<file path="src/verilog/xim_pkg.sv">
package xim_pkg;

  // ==========================================================
  // SFR map
  localparam logic [7:0] XIM_ADDR_ENABLE_ONE   = 8'hE6;
  localparam logic [7:0] XIM_ADDR_ENABLE_TWO   = 8'hE7;
  localparam logic [7:0] XIM_ADDR_PRIORITY_ONE = 8'hF6;

  // ==========================================================
  // Reset values and implemented-bit masks
  localparam logic [7:0] XIM_RST_ENABLE_ONE   = 8'h00;
  localparam logic [7:0] XIM_RST_ENABLE_TWO   = 8'h00;
  localparam logic [7:0] XIM_RST_PRIORITY_ONE = 8'h00;
  localparam logic [7:0] XIM_MASK_ENABLE_TWO  = 8'h5F;

  // ==========================================================
  // Source numbering: 0..7 first enable register, 8..15 second
  localparam int XIM_NUM_SRC = 16;
  localparam int XIM_SRC_ID_W = 4;

  // First enable register bit positions
  localparam int XIM_BIT_SPI          = 0;
  localparam int XIM_BIT_SMBUS        = 1;
  localparam int XIM_BIT_CONV_A_WIN   = 2;
  localparam int XIM_BIT_COUNTER_ARR  = 3;
  localparam int XIM_BIT_CMP_A_FALL   = 4;
  localparam int XIM_BIT_CMP_A_RISE   = 5;
  localparam int XIM_BIT_CMP_B_FALL   = 6;
  localparam int XIM_BIT_CMP_B_RISE   = 7;
  // Second enable register bit positions
  localparam int XIM_BIT_TIMER_THREE  = 0;
  localparam int XIM_BIT_CONV_A_DONE  = 1;
  localparam int XIM_BIT_TIMER_FOUR   = 2;
  localparam int XIM_BIT_CONV_B_WIN   = 3;
  localparam int XIM_BIT_CONV_B_DONE  = 4;
  localparam int XIM_BIT_UART_B       = 6;

  // ==========================================================
  // Special-function-register bus beat
  typedef struct packed {
    logic       wr_en;
    logic [7:0] addr;
    logic [7:0] wdata;
  } xim_sfr_req_type;

  // Winner of arbitration
  typedef struct packed {
    logic                    valid;
    logic                    high;
    logic [XIM_SRC_ID_W-1:0] id;
  } xim_grant_type;

endpackage : xim_pkg

</file>
<file path="src/verilog/xim_level_pick.sv">
`timescale 1ns/1ps
`default_nettype none

// ==========================================================
// Fixed-order pick: lowest index wins
module xim_level_pick (
  input  wire logic [xim_pkg::XIM_NUM_SRC-1:0]  req,
  output logic                                  any,
  output logic [xim_pkg::XIM_SRC_ID_W-1:0]      id
);

  logic [xim_pkg::XIM_NUM_SRC-1:0] lower_any;

  assign lower_any[0] = 1'b0;
  genvar gi;
  generate
    for (gi = 1; gi < xim_pkg::XIM_NUM_SRC; gi++) begin : g_chain
      assign lower_any[gi] = lower_any[gi-1] | req[gi-1];
    end
  endgenerate

  always_comb begin
    id = '0;
    for (int k = xim_pkg::XIM_NUM_SRC - 1; k >= 0; k--) begin
      if (req[k] && !lower_any[k]) begin
        id = k[xim_pkg::XIM_SRC_ID_W-1:0];
      end
    end
  end

  assign any = |req;

endmodule : xim_level_pick

`default_nettype wire

</file>
<file path="src/verilog/xim_ctrl.sv">
`timescale 1ns/1ps
`default_nettype none

module xim_ctrl (
  input  wire logic                                 clk_sys,
  input  wire logic                                 srst,
  input  wire xim_pkg::xim_sfr_req_type             sfr_req,
  input  wire logic                                 sfr_rd_en,
  output logic [7:0]                                sfr_rdata,
  output logic                                      sfr_hit,
  input  wire logic                                 global_irq_enable,
  input  wire logic [xim_pkg::XIM_NUM_SRC-1:0]      src_req,
  input  wire logic                                 svc_low_active,
  input  wire logic                                 svc_high_active,
  output logic                                      irq_valid,
  output logic                                      irq_high,
  output logic [xim_pkg::XIM_SRC_ID_W-1:0]          irq_id,
  output logic [xim_pkg::XIM_NUM_SRC-1:0]           src_gated
);

  // ==========================================================
  // Registers
  logic [7:0] enable_one_r;
  logic [7:0] enable_one_nxt;
  logic [7:0] enable_two_r;
  logic [7:0] enable_two_nxt;
  logic [7:0] priority_one_r;
  logic [7:0] priority_one_nxt;
  xim_pkg::xim_grant_type grant_r;
  xim_pkg::xim_grant_type grant_nxt;

  // ==========================================================
  // Address decode, page-independent
  wire hit_en1 = (sfr_req.addr == xim_pkg::XIM_ADDR_ENABLE_ONE);
  wire hit_en2 = (sfr_req.addr == xim_pkg::XIM_ADDR_ENABLE_TWO);
  wire hit_pr1 = (sfr_req.addr == xim_pkg::XIM_ADDR_PRIORITY_ONE);
  wire any_hit = hit_en1 | hit_en2 | hit_pr1;

  assign enable_one_nxt   = (sfr_req.wr_en && hit_en1) ? sfr_req.wdata : enable_one_r;
  // Unused positions forced to zero on store
  assign enable_two_nxt   = (sfr_req.wr_en && hit_en2)
                          ? (sfr_req.wdata & xim_pkg::XIM_MASK_ENABLE_TWO)
                          : enable_two_r;
  assign priority_one_nxt = (sfr_req.wr_en && hit_pr1) ? sfr_req.wdata : priority_one_r;

  always_ff @(posedge clk_sys) begin
    if (srst) begin
      enable_one_r   <= xim_pkg::XIM_RST_ENABLE_ONE;
      enable_two_r   <= xim_pkg::XIM_RST_ENABLE_TWO;
      priority_one_r <= xim_pkg::XIM_RST_PRIORITY_ONE;
    end else begin
      enable_one_r   <= enable_one_nxt;
      enable_two_r   <= enable_two_nxt;
      priority_one_r <= priority_one_nxt;
    end
  end

  // ==========================================================
  // Read path, combinational
  wire [7:0] rd_sel = hit_en1 ? enable_one_r
                    : hit_en2 ? (enable_two_r & xim_pkg::XIM_MASK_ENABLE_TWO)
                    : hit_pr1 ? priority_one_r
                    : 8'h00;
  assign sfr_rdata = sfr_rd_en ? rd_sel : 8'h00;
  assign sfr_hit   = any_hit & (sfr_rd_en | sfr_req.wr_en);

  // ==========================================================
  // Masking: sources 0..7 first register, 8..15 second
  wire [15:0] enable_all = {enable_two_r, enable_one_r};
  // Sources without priority bit here sit at low level
  wire [15:0] prio_all   = {8'h00, priority_one_r};

  // Each source gated by its own bit and the global enable
  assign src_gated = global_irq_enable ? (src_req & enable_all) : '0;

  wire [15:0] req_high = src_gated & prio_all;
  wire [15:0] req_low  = src_gated & ~prio_all;

  logic                               high_any;
  logic [xim_pkg::XIM_SRC_ID_W-1:0]   high_id;
  logic                               low_any;
  logic [xim_pkg::XIM_SRC_ID_W-1:0]   low_id;

  xim_level_pick u_pick_high (
    .req (req_high),
    .any (high_any),
    .id  (high_id)
  );

  xim_level_pick u_pick_low (
    .req (req_low),
    .any (low_any),
    .id  (low_id)
  );

  // ==========================================================
  // Preemption: high may break low service; nothing breaks high
  wire high_ok = high_any && !svc_high_active;
  wire low_ok  = low_any && !svc_high_active && !svc_low_active;

  always_comb begin
    grant_nxt = '0;
    if (high_ok) begin
      grant_nxt.valid = 1'b1;
      grant_nxt.high  = 1'b1;
      grant_nxt.id    = high_id;
    end else if (low_ok) begin
      grant_nxt.valid = 1'b1;
      grant_nxt.id    = low_id;
    end
  end

  always_ff @(posedge clk_sys) begin
    if (srst) begin
      grant_r <= '0;
    end else begin
      grant_r <= grant_nxt;
    end
  end

  assign irq_valid = grant_r.valid;
  assign irq_high  = grant_r.high;
  assign irq_id    = grant_r.id;

  // ==========================================================
  // Checks
  logic past_valid_r;
  // Set at the first edge, kept through reset so the reset check can see it
  always_ff @(posedge clk_sys) begin
    past_valid_r <= 1'b1;
  end

  unused_bits_a: assert property (@(posedge clk_sys) disable iff (srst)
    (enable_two_r[7] == 1'b0) && (enable_two_r[5] == 1'b0))
    else $error("unused enable bits set");

  en2_write_a: assert property (@(posedge clk_sys) disable iff (srst)
    (sfr_req.wr_en && sfr_req.addr == 8'hE7) |=> (enable_two_r == ($past(sfr_req.wdata) & 8'h5F)))
    else $error("second enable write lost");

  global_block_a: assert property (@(posedge clk_sys) disable iff (srst)
    !global_irq_enable |-> (src_gated == 16'h0000))
    else $error("source passed with global enable off");

  uart_mask_a: assert property (@(posedge clk_sys) disable iff (srst)
    (global_irq_enable && src_req[14]) |-> (src_gated[14] == enable_two_r[6]))
    else $error("uart mask wrong");

  spi_mask_a: assert property (@(posedge clk_sys) disable iff (srst)
    (global_irq_enable && src_req[0]) |-> (src_gated[0] == enable_one_r[0]))
    else $error("spi mask wrong");

  no_low_preempt_a: assert property (@(posedge clk_sys) disable iff (srst)
    svc_low_active |=> !(irq_valid && !irq_high))
    else $error("low preempted low");

  high_blocks_a: assert property (@(posedge clk_sys) disable iff (srst)
    svc_high_active |=> !irq_valid)
    else $error("grant during high service");

  high_wins_a: assert property (@(posedge clk_sys) disable iff (srst)
    (src_gated[5] && priority_one_r[5] && !svc_high_active) |=> (irq_valid && irq_high))
    else $error("high request not granted high");

  reset_clear_a: assert property (@(posedge clk_sys)
    (past_valid_r && $past(srst)) |-> (enable_one_r == 8'h00 && priority_one_r == 8'h00
                                       && enable_two_r == 8'h00 && !irq_valid))
    else $error("registers not cleared by reset");

  // ==========================================================
  // Per-source masks, levels, arbitration and register access
  conv_b_done_mask_a: assert property (@(posedge clk_sys) disable iff (srst)
    global_irq_enable |-> (src_gated[12] == (src_req[12] & enable_two_r[4])))
    else $error("secondary conversion mask wrong");

  conv_b_win_mask_a: assert property (@(posedge clk_sys) disable iff (srst)
    global_irq_enable |-> (src_gated[11] == (src_req[11] & enable_two_r[3])))
    else $error("secondary window mask wrong");

  timer4_mask_a: assert property (@(posedge clk_sys) disable iff (srst)
    global_irq_enable |-> (src_gated[10] == (src_req[10] & enable_two_r[2])))
    else $error("timer four mask wrong");

  conv_a_done_mask_a: assert property (@(posedge clk_sys) disable iff (srst)
    global_irq_enable |-> (src_gated[9] == (src_req[9] & enable_two_r[1])))
    else $error("primary conversion mask wrong");

  timer3_mask_a: assert property (@(posedge clk_sys) disable iff (srst)
    global_irq_enable |-> (src_gated[8] == (src_req[8] & enable_two_r[0])))
    else $error("timer three mask wrong");

  cmp_a_rise_mask_a: assert property (@(posedge clk_sys) disable iff (srst)
    global_irq_enable |-> (src_gated[5] == (src_req[5] & enable_one_r[5])))
    else $error("comparator rise mask wrong");

  conv_a_win_mask_a: assert property (@(posedge clk_sys) disable iff (srst)
    global_irq_enable |-> (src_gated[2] == (src_req[2] & enable_one_r[2])))
    else $error("primary window mask wrong");

  global_pass_a: assert property (@(posedge clk_sys) disable iff (srst)
    global_irq_enable |-> (src_gated == (src_req & {enable_two_r, enable_one_r})))
    else $error("source blocked with global enable on");

  cmp_b_fall_high_a: assert property (@(posedge clk_sys) disable iff (srst)
    (src_gated[6] && priority_one_r[6] && !svc_high_active) |=> (irq_valid && irq_high))
    else $error("comparator b fall not high");

  cmp_a_fall_high_a: assert property (@(posedge clk_sys) disable iff (srst)
    (src_gated[4] && priority_one_r[4] && !svc_high_active) |=> (irq_valid && irq_high))
    else $error("comparator a fall not high");

  counter_high_a: assert property (@(posedge clk_sys) disable iff (srst)
    (src_gated[3] && priority_one_r[3] && !svc_high_active) |=> (irq_valid && irq_high))
    else $error("counter array not high");

  conv_win_high_a: assert property (@(posedge clk_sys) disable iff (srst)
    (src_gated[2] && priority_one_r[2] && !svc_high_active) |=> (irq_valid && irq_high))
    else $error("window compare not high");

  smbus_high_a: assert property (@(posedge clk_sys) disable iff (srst)
    (src_gated[1] && priority_one_r[1] && !svc_high_active) |=> (irq_valid && irq_high))
    else $error("smbus not high");

  spi_high_a: assert property (@(posedge clk_sys) disable iff (srst)
    (src_gated[0] && priority_one_r[0] && !svc_high_active) |=> (irq_valid && irq_high))
    else $error("spi not high");

  cmp_b_rise_high_a: assert property (@(posedge clk_sys) disable iff (srst)
    (src_gated[7] && priority_one_r[7] && !svc_high_active) |=> (irq_valid && irq_high))
    else $error("comparator b rise not high");

  cmp_a_rise_low_a: assert property (@(posedge clk_sys) disable iff (srst)
    (src_gated[5] && !priority_one_r[5]) |=> !(irq_valid && irq_high && irq_id == 4'h5))
    else $error("comparator a rise granted high");

  smbus_low_a: assert property (@(posedge clk_sys) disable iff (srst)
    (src_gated[1] && !priority_one_r[1]) |=> !(irq_valid && irq_high && irq_id == 4'h1))
    else $error("smbus granted high");

  spi_low_a: assert property (@(posedge clk_sys) disable iff (srst)
    (src_gated[0] && !priority_one_r[0]) |=> !(irq_valid && irq_high && irq_id == 4'h0))
    else $error("spi granted high");

  cmp_b_rise_low_a: assert property (@(posedge clk_sys) disable iff (srst)
    (src_gated[7] && !priority_one_r[7]) |=> !(irq_valid && irq_high && irq_id == 4'h7))
    else $error("comparator b rise granted high");

  upper_low_a: assert property (@(posedge clk_sys) disable iff (srst)
    (src_gated[7:0] == 8'h00) |=> !irq_high)
    else $error("second register source granted high");

  idle_no_grant_a: assert property (@(posedge clk_sys) disable iff (srst)
    (src_gated == 16'h0000) |=> !irq_valid)
    else $error("grant without request");

  high_order_a: assert property (@(posedge clk_sys) disable iff (srst)
    (req_high[0] && !svc_high_active) |=> (irq_valid && irq_high && irq_id == 4'h0))
    else $error("fixed order broken at high level");

  low_order_a: assert property (@(posedge clk_sys) disable iff (srst)
    (req_high == 16'h0000 && req_low[0] && !svc_high_active && !svc_low_active)
    |=> (irq_valid && !irq_high && irq_id == 4'h0))
    else $error("fixed order broken at low level");

  en2_read_zero_a: assert property (@(posedge clk_sys) disable iff (srst)
    (sfr_rd_en && hit_en2) |-> (sfr_rdata[7] == 1'b0 && sfr_rdata[5] == 1'b0))
    else $error("unused bits read nonzero");

  unmapped_read_a: assert property (@(posedge clk_sys) disable iff (srst)
    (sfr_rd_en && !any_hit) |-> (sfr_rdata == 8'h00 && !sfr_hit))
    else $error("unmapped address answered");

  hit_write_a: assert property (@(posedge clk_sys) disable iff (srst)
    (sfr_req.wr_en && hit_en2) |-> sfr_hit)
    else $error("mapped write not flagged");

  en1_write_a: assert property (@(posedge clk_sys) disable iff (srst)
    (sfr_req.wr_en && hit_en1) |=> (enable_one_r == $past(sfr_req.wdata)))
    else $error("first enable write lost");

  pr1_write_a: assert property (@(posedge clk_sys) disable iff (srst)
    (sfr_req.wr_en && hit_pr1) |=> (priority_one_r == $past(sfr_req.wdata)))
    else $error("priority write lost");

  cv_high_grant: cover property (@(posedge clk_sys) disable iff (srst) irq_valid && irq_high);
  cv_low_grant: cover property (@(posedge clk_sys) disable iff (srst) irq_valid && !irq_high);
  cv_preempt: cover property (@(posedge clk_sys) disable iff (srst)
    svc_low_active ##1 (irq_valid && irq_high));
  cv_en2_write: cover property (@(posedge clk_sys) disable iff (srst) sfr_req.wr_en && hit_en2);

endmodule : xim_ctrl

`default_nettype wire

</file>
<file path="config.mk">
export PLATFORM = sky130hd
export DESIGN_NAME = xim_ctrl
export DESIGN_NICKNAME = d
export VERILOG_FILES = /design/src/verilog/xim_pkg.sv /design/src/verilog/xim_level_pick.sv /design/src/verilog/xim_ctrl.sv
export SDC_FILE = /design/constraint.sdc
export NUM_CORES = 1
export LEC_CHECK = 0
export ABC_AREA = 1
export BUFFER_PORTS_ARGS = -buffer_cell sky130_fd_sc_hd__buf_4
export CAP_MARGIN = 20
export CORE_MARGIN = 2
export CORE_UTILIZATION = 38
export CTS_BUF_LIST = sky130_fd_sc_hd__clkbuf_16
export CTS_CLUSTER_SIZE = 24
export DETAILED_ROUTE_END_ITERATION = 10
export MAX_ROUTING_LAYER = met4
export RECOVER_POWER = 100
export SLEW_MARGIN = 20
export SYNTH_ARGS = -nofsm -noshare
export SYNTH_HDL_FRONTEND = slang
export SYNTH_SLANG_ARGS = --single-unit
</file>
<file path="constraint.sdc">
create_clock -name clk_sys -period 6.25 [get_ports clk_sys]
set_input_delay 1.875 -clock clk_sys [delete_from_list [all_inputs] [get_ports clk_sys]]
set_output_delay 1.875 -clock clk_sys [all_outputs]
set_load 0.01 [all_outputs]
</file>
### Yosys cells after proc, flatten, opt, wreduce, memory -nomap -nowiden

Index checks and enable logic that the tools add are counted.

* reduce and logical (&&, ||, !) cells: 70
* eq/ne operators: 3
* bitwise gates (word level): 36
* mux-type cells: 42

Operators by type and width (number)
* 4-bit 2-to-1 mux: 34
* 1-bit logical AND: 36
* 1-bit zero test: 32
* 8-bit 2-to-1 mux: 4
* 16-bit OR reduction: 2
* 1-bit bitwise OR: 31
* 8-bit equality test (second input constant): 3
* 16-bit by 15-bit AND with 16-bit output: 1
* 16-bit AND: 1
* 16-bit by 8-bit AND with 16-bit output: 1
* 16-bit 2-to-1 mux: 1
* 8-bit inverter with 16-bit output: 1
* 1-bit 2-to-1 mux: 3
* 1-bit AND: 1

* output and inout port bits: 31
* bits in registers: 28
* word-level logic and storage cells: 157
* input bits: 39

### Depth between registers and ports, before layout

Gate-level depths: netlist of run 1.

* depth after elaboration: 37
* gate-level depth with buffers: 13
* depth with buffers taken out: 11

### Hierarchy

From an unflattened synthesis of run 1, not the netlist that was laid out.

* cells, all modules: 394
* area total of the unflattened synthesis: 2253.4 um^2

By module, submodules not included
* xim_ctrl: times used 1, area each 1737.9 um^2, cells an instance 290, seq. area each 560.5 um^2
* xim_level_pick: times used 2, area each 257.7 um^2, cells an instance 52, seq. area each 0.0 um^2

### Least setup slack after synthesis of run 1

OpenSTA, ideal clock, no wires.

* path type: input -> output
* start point: in sfr_req[13] (netlist bit)
* end point: out sfr_rdata[2]
* data arrival time: 2871 ps
* stages on the path: 9
* path buffers: 1
* setup slack: 1504 ps
* data required time: 4375 ps
* cell sequence: nand3_1 > nor2_1 > nand2_1 > nor2_1 > clkbuf_1 > nand2_1 > o21ai_0 > o21ai_0 > inv_1

* cells in the longest elaborated chain, start to end: 5
* elaborated cells on any way between the ends: 7
* classes of those cells: 3 x eq/ne; 4 x mux

RTL lines
* start: declaration: line xim_ctrl.sv:7 `input wire xim_pkg::xim_sfr_req_type sfr_req,`
* 8-bit equality test: line xim_ctrl.sv:36 `wire hit_pr1 = (sfr_req.addr == xim_pkg::XIM_ADDR_PRIORITY_ONE);`
* 8-bit 2-to-1 mux: line xim_ctrl.sv:62 `: hit_pr1 ? priority_one_r`
* 8-bit 2-to-1 mux: line xim_ctrl.sv:61 `: hit_en2 ? (enable_two_r & xim_pkg::XIM_MASK_ENABLE_TWO)`
* 8-bit 2-to-1 mux (*): line xim_ctrl.sv:60 `wire [7:0] rd_sel = hit_en1 ? enable_one_r`
* 8-bit 2-to-1 mux (*): line xim_ctrl.sv:64 `assign sfr_rdata = sfr_rd_en ? rd_sel : 8'h00;`
* end: declaration: line xim_ctrl.sv:9 `output logic [7:0] sfr_rdata,`

Mark *: on every way between the ends. The rest lies on a longest branch, timed or not.

### Worst setup path after layout of run 1

* start point: in sfr_req[13] (netlist bit)
* end point: out sfr_rdata[3]

The elaborated chain is that of the path after synthesis.

==> summary.md, run 1 <==
| Metric | Value |
|---|---|
| Post-CTS Setup Inserts | `0` |
| DRC Markers | `0` |
| Crit path kind | `in2out` |
| Total track usage | `20.08%` |
| Initial antenna violation count | `0` |
| Pwr per Cell Area | `178.9 mW/mm^2` |
| R2r startpoint | `priority_one_r[0]$_SDFFE_PP0P_` |
| Vias per cell | `5.033` |
| Worst Path Max Fanout | `13` |
| Fmax | `193.4 MHz` |
| Status | `complete, no violations` |
| Clk_lat worst skew | `270 ps` |
| Drt first pass iters | `4` |
| Fillcell total | `529` |
| Endpoint arrival time on the critical path | `3300 ps` |
| Min-delay src | `enable_one_r[6]$_SDFFE_PP0P_` |
| Final setup viols | `0` |
| CP startpoint | `sfr_req[13]` |
| Net count, final | `377` |
| First-pass GRT wire length | `8004 microns` |
| # diodes | `0` |
| Crit-path cells | `clkbuf_4 -> nand3_1 -> nor2_1 -> nand2_1 -> nor2_1 -> clkbuf_1 -> nand2_1 -> o21ai_0 -> o21ai_0 -> inv_1 -> clkbuf_1` |
| Mean post-synth cell area | `6.528 sq um` |
| Die ar. | `0.005308 sq mm` |
| Setup TNS | `0 ps` |
| Initial Util | `38.66%` |
| Wirelength, routed | `5172 microns` |
| DPL Wire Length | `4149 microns` |
| Vias in the first global route | `1716` |
| Final WS setup | `1079 ps` |
| Distinct cells, synth | `31` |
| CTS Root Cell | `clkbuf_16` |
| DR WL/cell | `13.23 microns` |
| Commonest non-fill, non-tap cell in the layout | `nand2_1` |
| Headroom to the max-slew limit | `55.26%` |
| Worst path max stage delay | `450 ps` |
| Hold_ws | `474.6 ps` |
| Sequential element share of the synthesized area | `31.11%` |
| Initial detailed-routing violation count | `92` |
| Critical path required time | `4380 ps` |
| Post-route minimum period | `5171 ps` |
| # port buffers | `65` |
| Max cap viols | `0` |
| Slew Limit Fails | `0` |
| Worst hold path class | `reg2reg` |
| Period utilization | `82.74%` |
| CTS H-tree lvls | `1` |
| Most frequent cells in the layout | `nand2_1, buf_4, inv_1` |
| CTS Hold Bufs | `0` |
| Post-DRT Antenna Nets | `0` |
| Synth warn | `0` |
| Post-Syn Area | `0.001802 sq mm` |
| Chip width | `72.86 microns` |
| Layout cells sized above 1 | `18.99%` |
| Worst IR drop on VDD | `0.1227 mV` |
| Core ar. | `0.004661 sq mm` |
| Grt total ovfl | `0` |
| DIE HEIGHT | `72.86 microns` |
| Post-Synthesis Cells | `276` |
| Clk pin slew, worst setup/hold paths | `70 ps` |
| Worst-margin pin slew | `671.2 ps` |
| Count of final hold-check violations | `0` |
| Core Rows | `25` |
| GP Congestion | `0.9102` |
| P&R area growth vs syn | `25.35%` |
| Clk buf depth | `2` |
| Pre-CTS WS | `1147 ps` |
| RSZ-0062 raised after global routing | `no` |
| Clock Skews | `3.734 ps` |
| Vias | `1968` |
| I/O pins | `70` |
| Startpoint types | `input port` |
| CTS tree | `built` |
| Worst path slowest cell | `clkbuf_1` |
| Largest net degree at the start of global routing | `17` |
| #FFs+latches synth | `28` |
| CTS Buf Count | `3` |
| Crit end category | `output port` |
| Leakage | `1.102 nW` |
| # resized after CTS | `0` |
| Clock Sinks | `28` |
## logic make-up after synthesis
family | synth area share (%)
and+or+nand+nor | 36.60
AOI/OAI and AO/OA | 19.10
buffers and inverters | 12.99
DFF | 31.11
other | 0.2081
## through the flow
stage	area (sq um)	total power [W]	util (%)	instances
2_1_floorplan	1805	0.0001946	-	277
3_3_place_gp	2307	0.0002165	49.50	387
3_5_place_dp	2307	0.0002163	49.50	387
4_1_cts	2412	0.0004063	51.76	391
5_1_grt	2258	0.0004148	48.46	391
6_report	2258	0.0004040	48.46	391
## final timing paths
kind | end | slack (ps) | cells after the start
worst max-delay path | sfr_rdata[3] | 1080 | 11
worst min-delay path | enable_one_r[6]$_SDFFE_PP0P_ | 470 | 2
worst max register to register | irq_id[1]$_SDFF_PP0_ | 4350 | 10
worst min register to register | enable_one_r[6]$_SDFFE_PP0P_ | 470 | 2
## flip-flops by register name, indices dropped and copies added, names as in the netlist
signal / count
enable_two_r: 6
irq_valid: 1
enable_one_r: 8
irq_high: 1
irq_id: 4
priority_one_r: 8
## report_power, final
part / internal [W] / switching [W] / total (W)
combinational: 0.0000160 / 0.0000155 / 0.0000315
sequential: 0.000178 / 0.000000214 / 0.000179
clock: 0.000128 / 0.0000661 / 0.000194
total: 0.000322 / 0.0000818 / 0.000404
## critical path: cells and delay by family
family                 cells  cell delay [ps]
buffers and inverters      4              750
AO/OA/AOI/OAI              2              230
AND/OR/NAND/NOR            5              430
## metal layers
metal / track usage, % / share of wire, % / up-vias
li1: - / - / 1027
met1: 25.40 / 46 / 873
met2: 32.83 / 47 / 60
met3: 3.315 / 4.9 / 8
met4: 6.173 / 1.7 / 0
met5: - / 0 / -
## final cells by class
| cell class | count | area, sq um | share of cell area, % |
|---|---|---|---|
| Multi-Input combinational cell | 193 | 943.4 | 41.77 |
| Sequential cell | 28 | 560.5 | 24.82 |
| Timing Repair Buffer | 66 | 409.1 | 18.12 |
| Inverter | 46 | 172.7 | 7.645 |
| Clock buffer | 3 | 75.07 | 3.324 |
| Tap cell | 54 | 67.56 | 2.992 |
| Clock inverter | 1 | 30.03 | 1.330 |
## synth_stat cells, drive strengths merged
library cell   n  share of area, %
a21oi         31               9.2
a31oi          1              0.35
buf            5               2.4
clkbuf         5               1.0
conb           1              0.21
dfxtp         28                31
inv           46               9.6
nand2         52                11
nand3         32                12
nand3b         1              0.42
nand4          8               3.5
nor2          30               7.8
nor3           2              0.83
nor4           2              0.69
o21ai         26               7.2
o21bai         2              0.83
o221ai         1              0.49
o311ai         2              0.97
or3b           1              0.49
Power figures use the tool's default switching activity.
==> run 2: changes to the inputs <==
==> constraint.sdc (replaced) <==
create_clock -name clk_sys -period 4.94 [get_ports clk_sys]
set_input_delay 1.482 -clock clk_sys [delete_from_list [all_inputs] [get_ports clk_sys]]
set_output_delay 1.482 -clock clk_sys [all_outputs]
set_load 0.01 [all_outputs]
==> run 2 against run 1 <==
Net effect:
- sequential cell count did not move
- global-route usage barely moved
- clock-buffer cell count did not move
- utilization rose by 0.40 points
- die area did not move
- clock skew fell by 1.0 ps
- cell count rose by 0.26%
- critical path depth did not move
- sequential share of layout area fell by 0.20 points
- clock power rose by 25%
- register-to-register slack got worse by 1300 ps
- highest routed layer unchanged
==> summary.md, run 2 (synthesis gave the netlist of run 1 again) <==
| Metric | Value |
|---|---|
| Clk pin slew, worst setup/hold paths | `70 ps (about the same)` |
| Leakage | `1.112 nW (+0.98%)` |
| Fmax | `227.0 MHz` |
| Hold Path End | `enable_one_r[4]$_SDFFE_PP0P_` |
| Most frequent cells in the layout | `nand2_1, buf_4, inv_1` |
| Commonest non-fill, non-tap cell in the layout | `nand2_1` |
| Initial detailed-routing violation count | `89 (-3.3%)` |
| Grt total ovfl | `0 (unchanged)` |
| Crit end category | `output port` |
| Net count, final | `378 (+0.27%)` |
| Layout cells sized above 1 | `19.23% (+0.24 points)` |
| Largest net degree at the start of global routing | `17 (unchanged)` |
| Core ar. | `0.004661 sq mm (unchanged)` |
| Worst Path Max Fanout | `13 (unchanged)` |
| # diodes | `0 (unchanged)` |
| Worst r2r path cells | `10 (unchanged)` |
| Vias in the first global route | `1818 (+5.9%)` |
| Vias | `2016 (+2.4%)` |
| Max cap viols | `0 (unchanged)` |
| Worst IR drop on VDD | `0.1578 mV (+29%)` |
| DR WL/cell | `13.41 microns (+1.4%)` |
| Met1 Resource Use GR | `24.07% (-1.3 points)` |
| Count of final hold-check violations | `0 (unchanged)` |
| Clock Skews | `2.690 ps (-1.044 ps)` |
| Startpoint types | `input port` |
| Final setup viols | `0 (unchanged)` |
| Vias per cell | `5.143 (+2.2%)` |
| Min-delay src | `enable_one_r[4]$_SDFFE_PP0P_` |
| Core Rows | `25 (unchanged)` |
| R2r startpoint | `priority_one_r[0]$_SDFFE_PP0P_` |
| DPL Wire Length | `4185 microns (+0.87%)` |
| Post-CTS Setup Inserts | `0 (unchanged)` |
| Clk_lat worst skew | `260 ps (about the same)` |
| Die ar. | `0.005308 sq mm (unchanged)` |
| DRC Markers | `0 (unchanged)` |
| Pwr per Cell Area | `223.9 mW/mm^2 (+25%)` |
| Reg2reg setup slack | `3000 ps (-1350 ps)` |
| Wirelength, routed | `5258 microns (+1.7%)` |
| Met3 global-route usage | `4.006% (+0.69 points)` |
| Endpoint arrival time on the critical path | `2920 ps (-380 ps)` |
| CTS H-tree lvls | `1 (unchanged)` |
| GR peak layer | `met2` |
| Status | `complete, no violations` |
| Clk buf depth | `2 (unchanged)` |
| CTS Hold Bufs | `0 (unchanged)` |
| Hold path cells | `2 (unchanged)` |
| DIE HEIGHT | `72.86 microns (unchanged)` |
| Crit path kind | `in2out` |
| RSZ-0062 raised after global routing | `no` |
| Initial Util | `38.66% (unchanged)` |
| Post-route minimum period | `4405 ps` |
| Hold_ws | `481.1 ps (+6.485 ps)` |
| Regs by FF count | `enable_one_r x8, priority_one_r x8, enable_two_r x6` |
| Clock Sinks | `28 (unchanged)` |
| P&R area growth vs syn | `26.39%` |
| Slew Limit Fails | `0 (unchanged)` |
| Initial antenna violation count | `0 (unchanged)` |
| CTS tree | `built` |
| GP Congestion | `0.8909 (-2.1%)` |
| CTS Root Cell | `clkbuf_16` |
| First-pass GRT wire length | `8038 microns (+0.42%)` |
| # resized after CTS | `0 (unchanged)` |
| CTS Buf Count | `3 (unchanged)` |
| Worst-margin pin slew | `733.0 ps (+61.79 ps)` |
| Worst R2R End | `irq_id[1]$_SDFF_PP0_` |
| Worst hold path class | `reg2reg` |
| Chip width | `72.86 microns (unchanged)` |
| Drt first pass iters | `4 (unchanged)` |
| Setup TNS | `0 ps (unchanged)` |
| Critical path required time | `3460 ps (-920 ps)` |
| Total track usage | `20.06% (about the same)` |
| Headroom to the max-slew limit | `51.14% (-4.1 points)` |
| Routing usage on met2 | `34.34% (+1.5 points)` |
| # port buffers | `65 (unchanged)` |
| I/O pins | `70 (unchanged)` |
| Period utilization | `89.18%` |
| Post-DRT Antenna Nets | `0 (unchanged)` |
run 2: cell count changes in the layout (fill, tap and decap cells not counted), sizes merged:
cell / delta
buf: +1
run 2: critical path, cell delays in order:
cell and delay (ps):
clkbuf_4 100, nand3_1 80, nor2_1 130, nand2_1 60, nor2_1 80, clkbuf_1 460, nand2_1 100, o21ai_0 100
o21ai_0 130, inv_1 60, clkbuf_1 140
run 2: layout make-up:
cell class,count,area [sq um]
inverters,46,172.7
multi-input cells,193,954.7
clock inverters,1,30.03
flip-flops and latches,28,560.5
clock buffers,3,75.07
repair buffers,67,416.7
well taps,54,67.56
fillers,543,2384
run 2: worst max path at each step:
stage,from,end,slack [ps],depth (start not counted)
floorplan,sfr_req[13],sfr_rdata[2],980,9
detailed placement,sfr_req[14],sfr_rdata[3],770,11
global placement,sfr_req[14],sfr_rdata[4],790,11
CTS,sfr_req[14],sfr_rdata[3],760,11
global route,sfr_req[13],sfr_rdata[4],380,11
finish,sfr_req[13],sfr_rdata[3],530,11
run 2: where the power goes:
group | internal (W) | switching, W
combinational | 0.0000203 | 0.0000201
sequential | 0.000226 | 0.000000280
clock | 0.000161 | 0.0000820
run 2: through the flow:
step / util, % / total power [W] / worst slack (ps) / instances / area, sq um
after floorplan: - / 0.0002462 / 979.6 / 277 / 1805
after global placement: 49.66 / 0.0002739 / 793.9 / 388 / 2315
after detailed placement: 49.66 / 0.0002740 / 766.0 / 388 / 2315
after CTS: 51.92 / 0.0005141 / 763.9 / 392 / 2420
after global routing: 48.86 / 0.0005261 / 377.6 / 392 / 2277
final: 48.86 / 0.0005098 / 534.7 / 392 / 2277
run 2: per-layer routing:
layer  vias up  wire length (microns)
met1       919                   2386
met3         9                    242
met2        57                   2552
met4         0                     77
li1       1031                      -
met5         -                      0
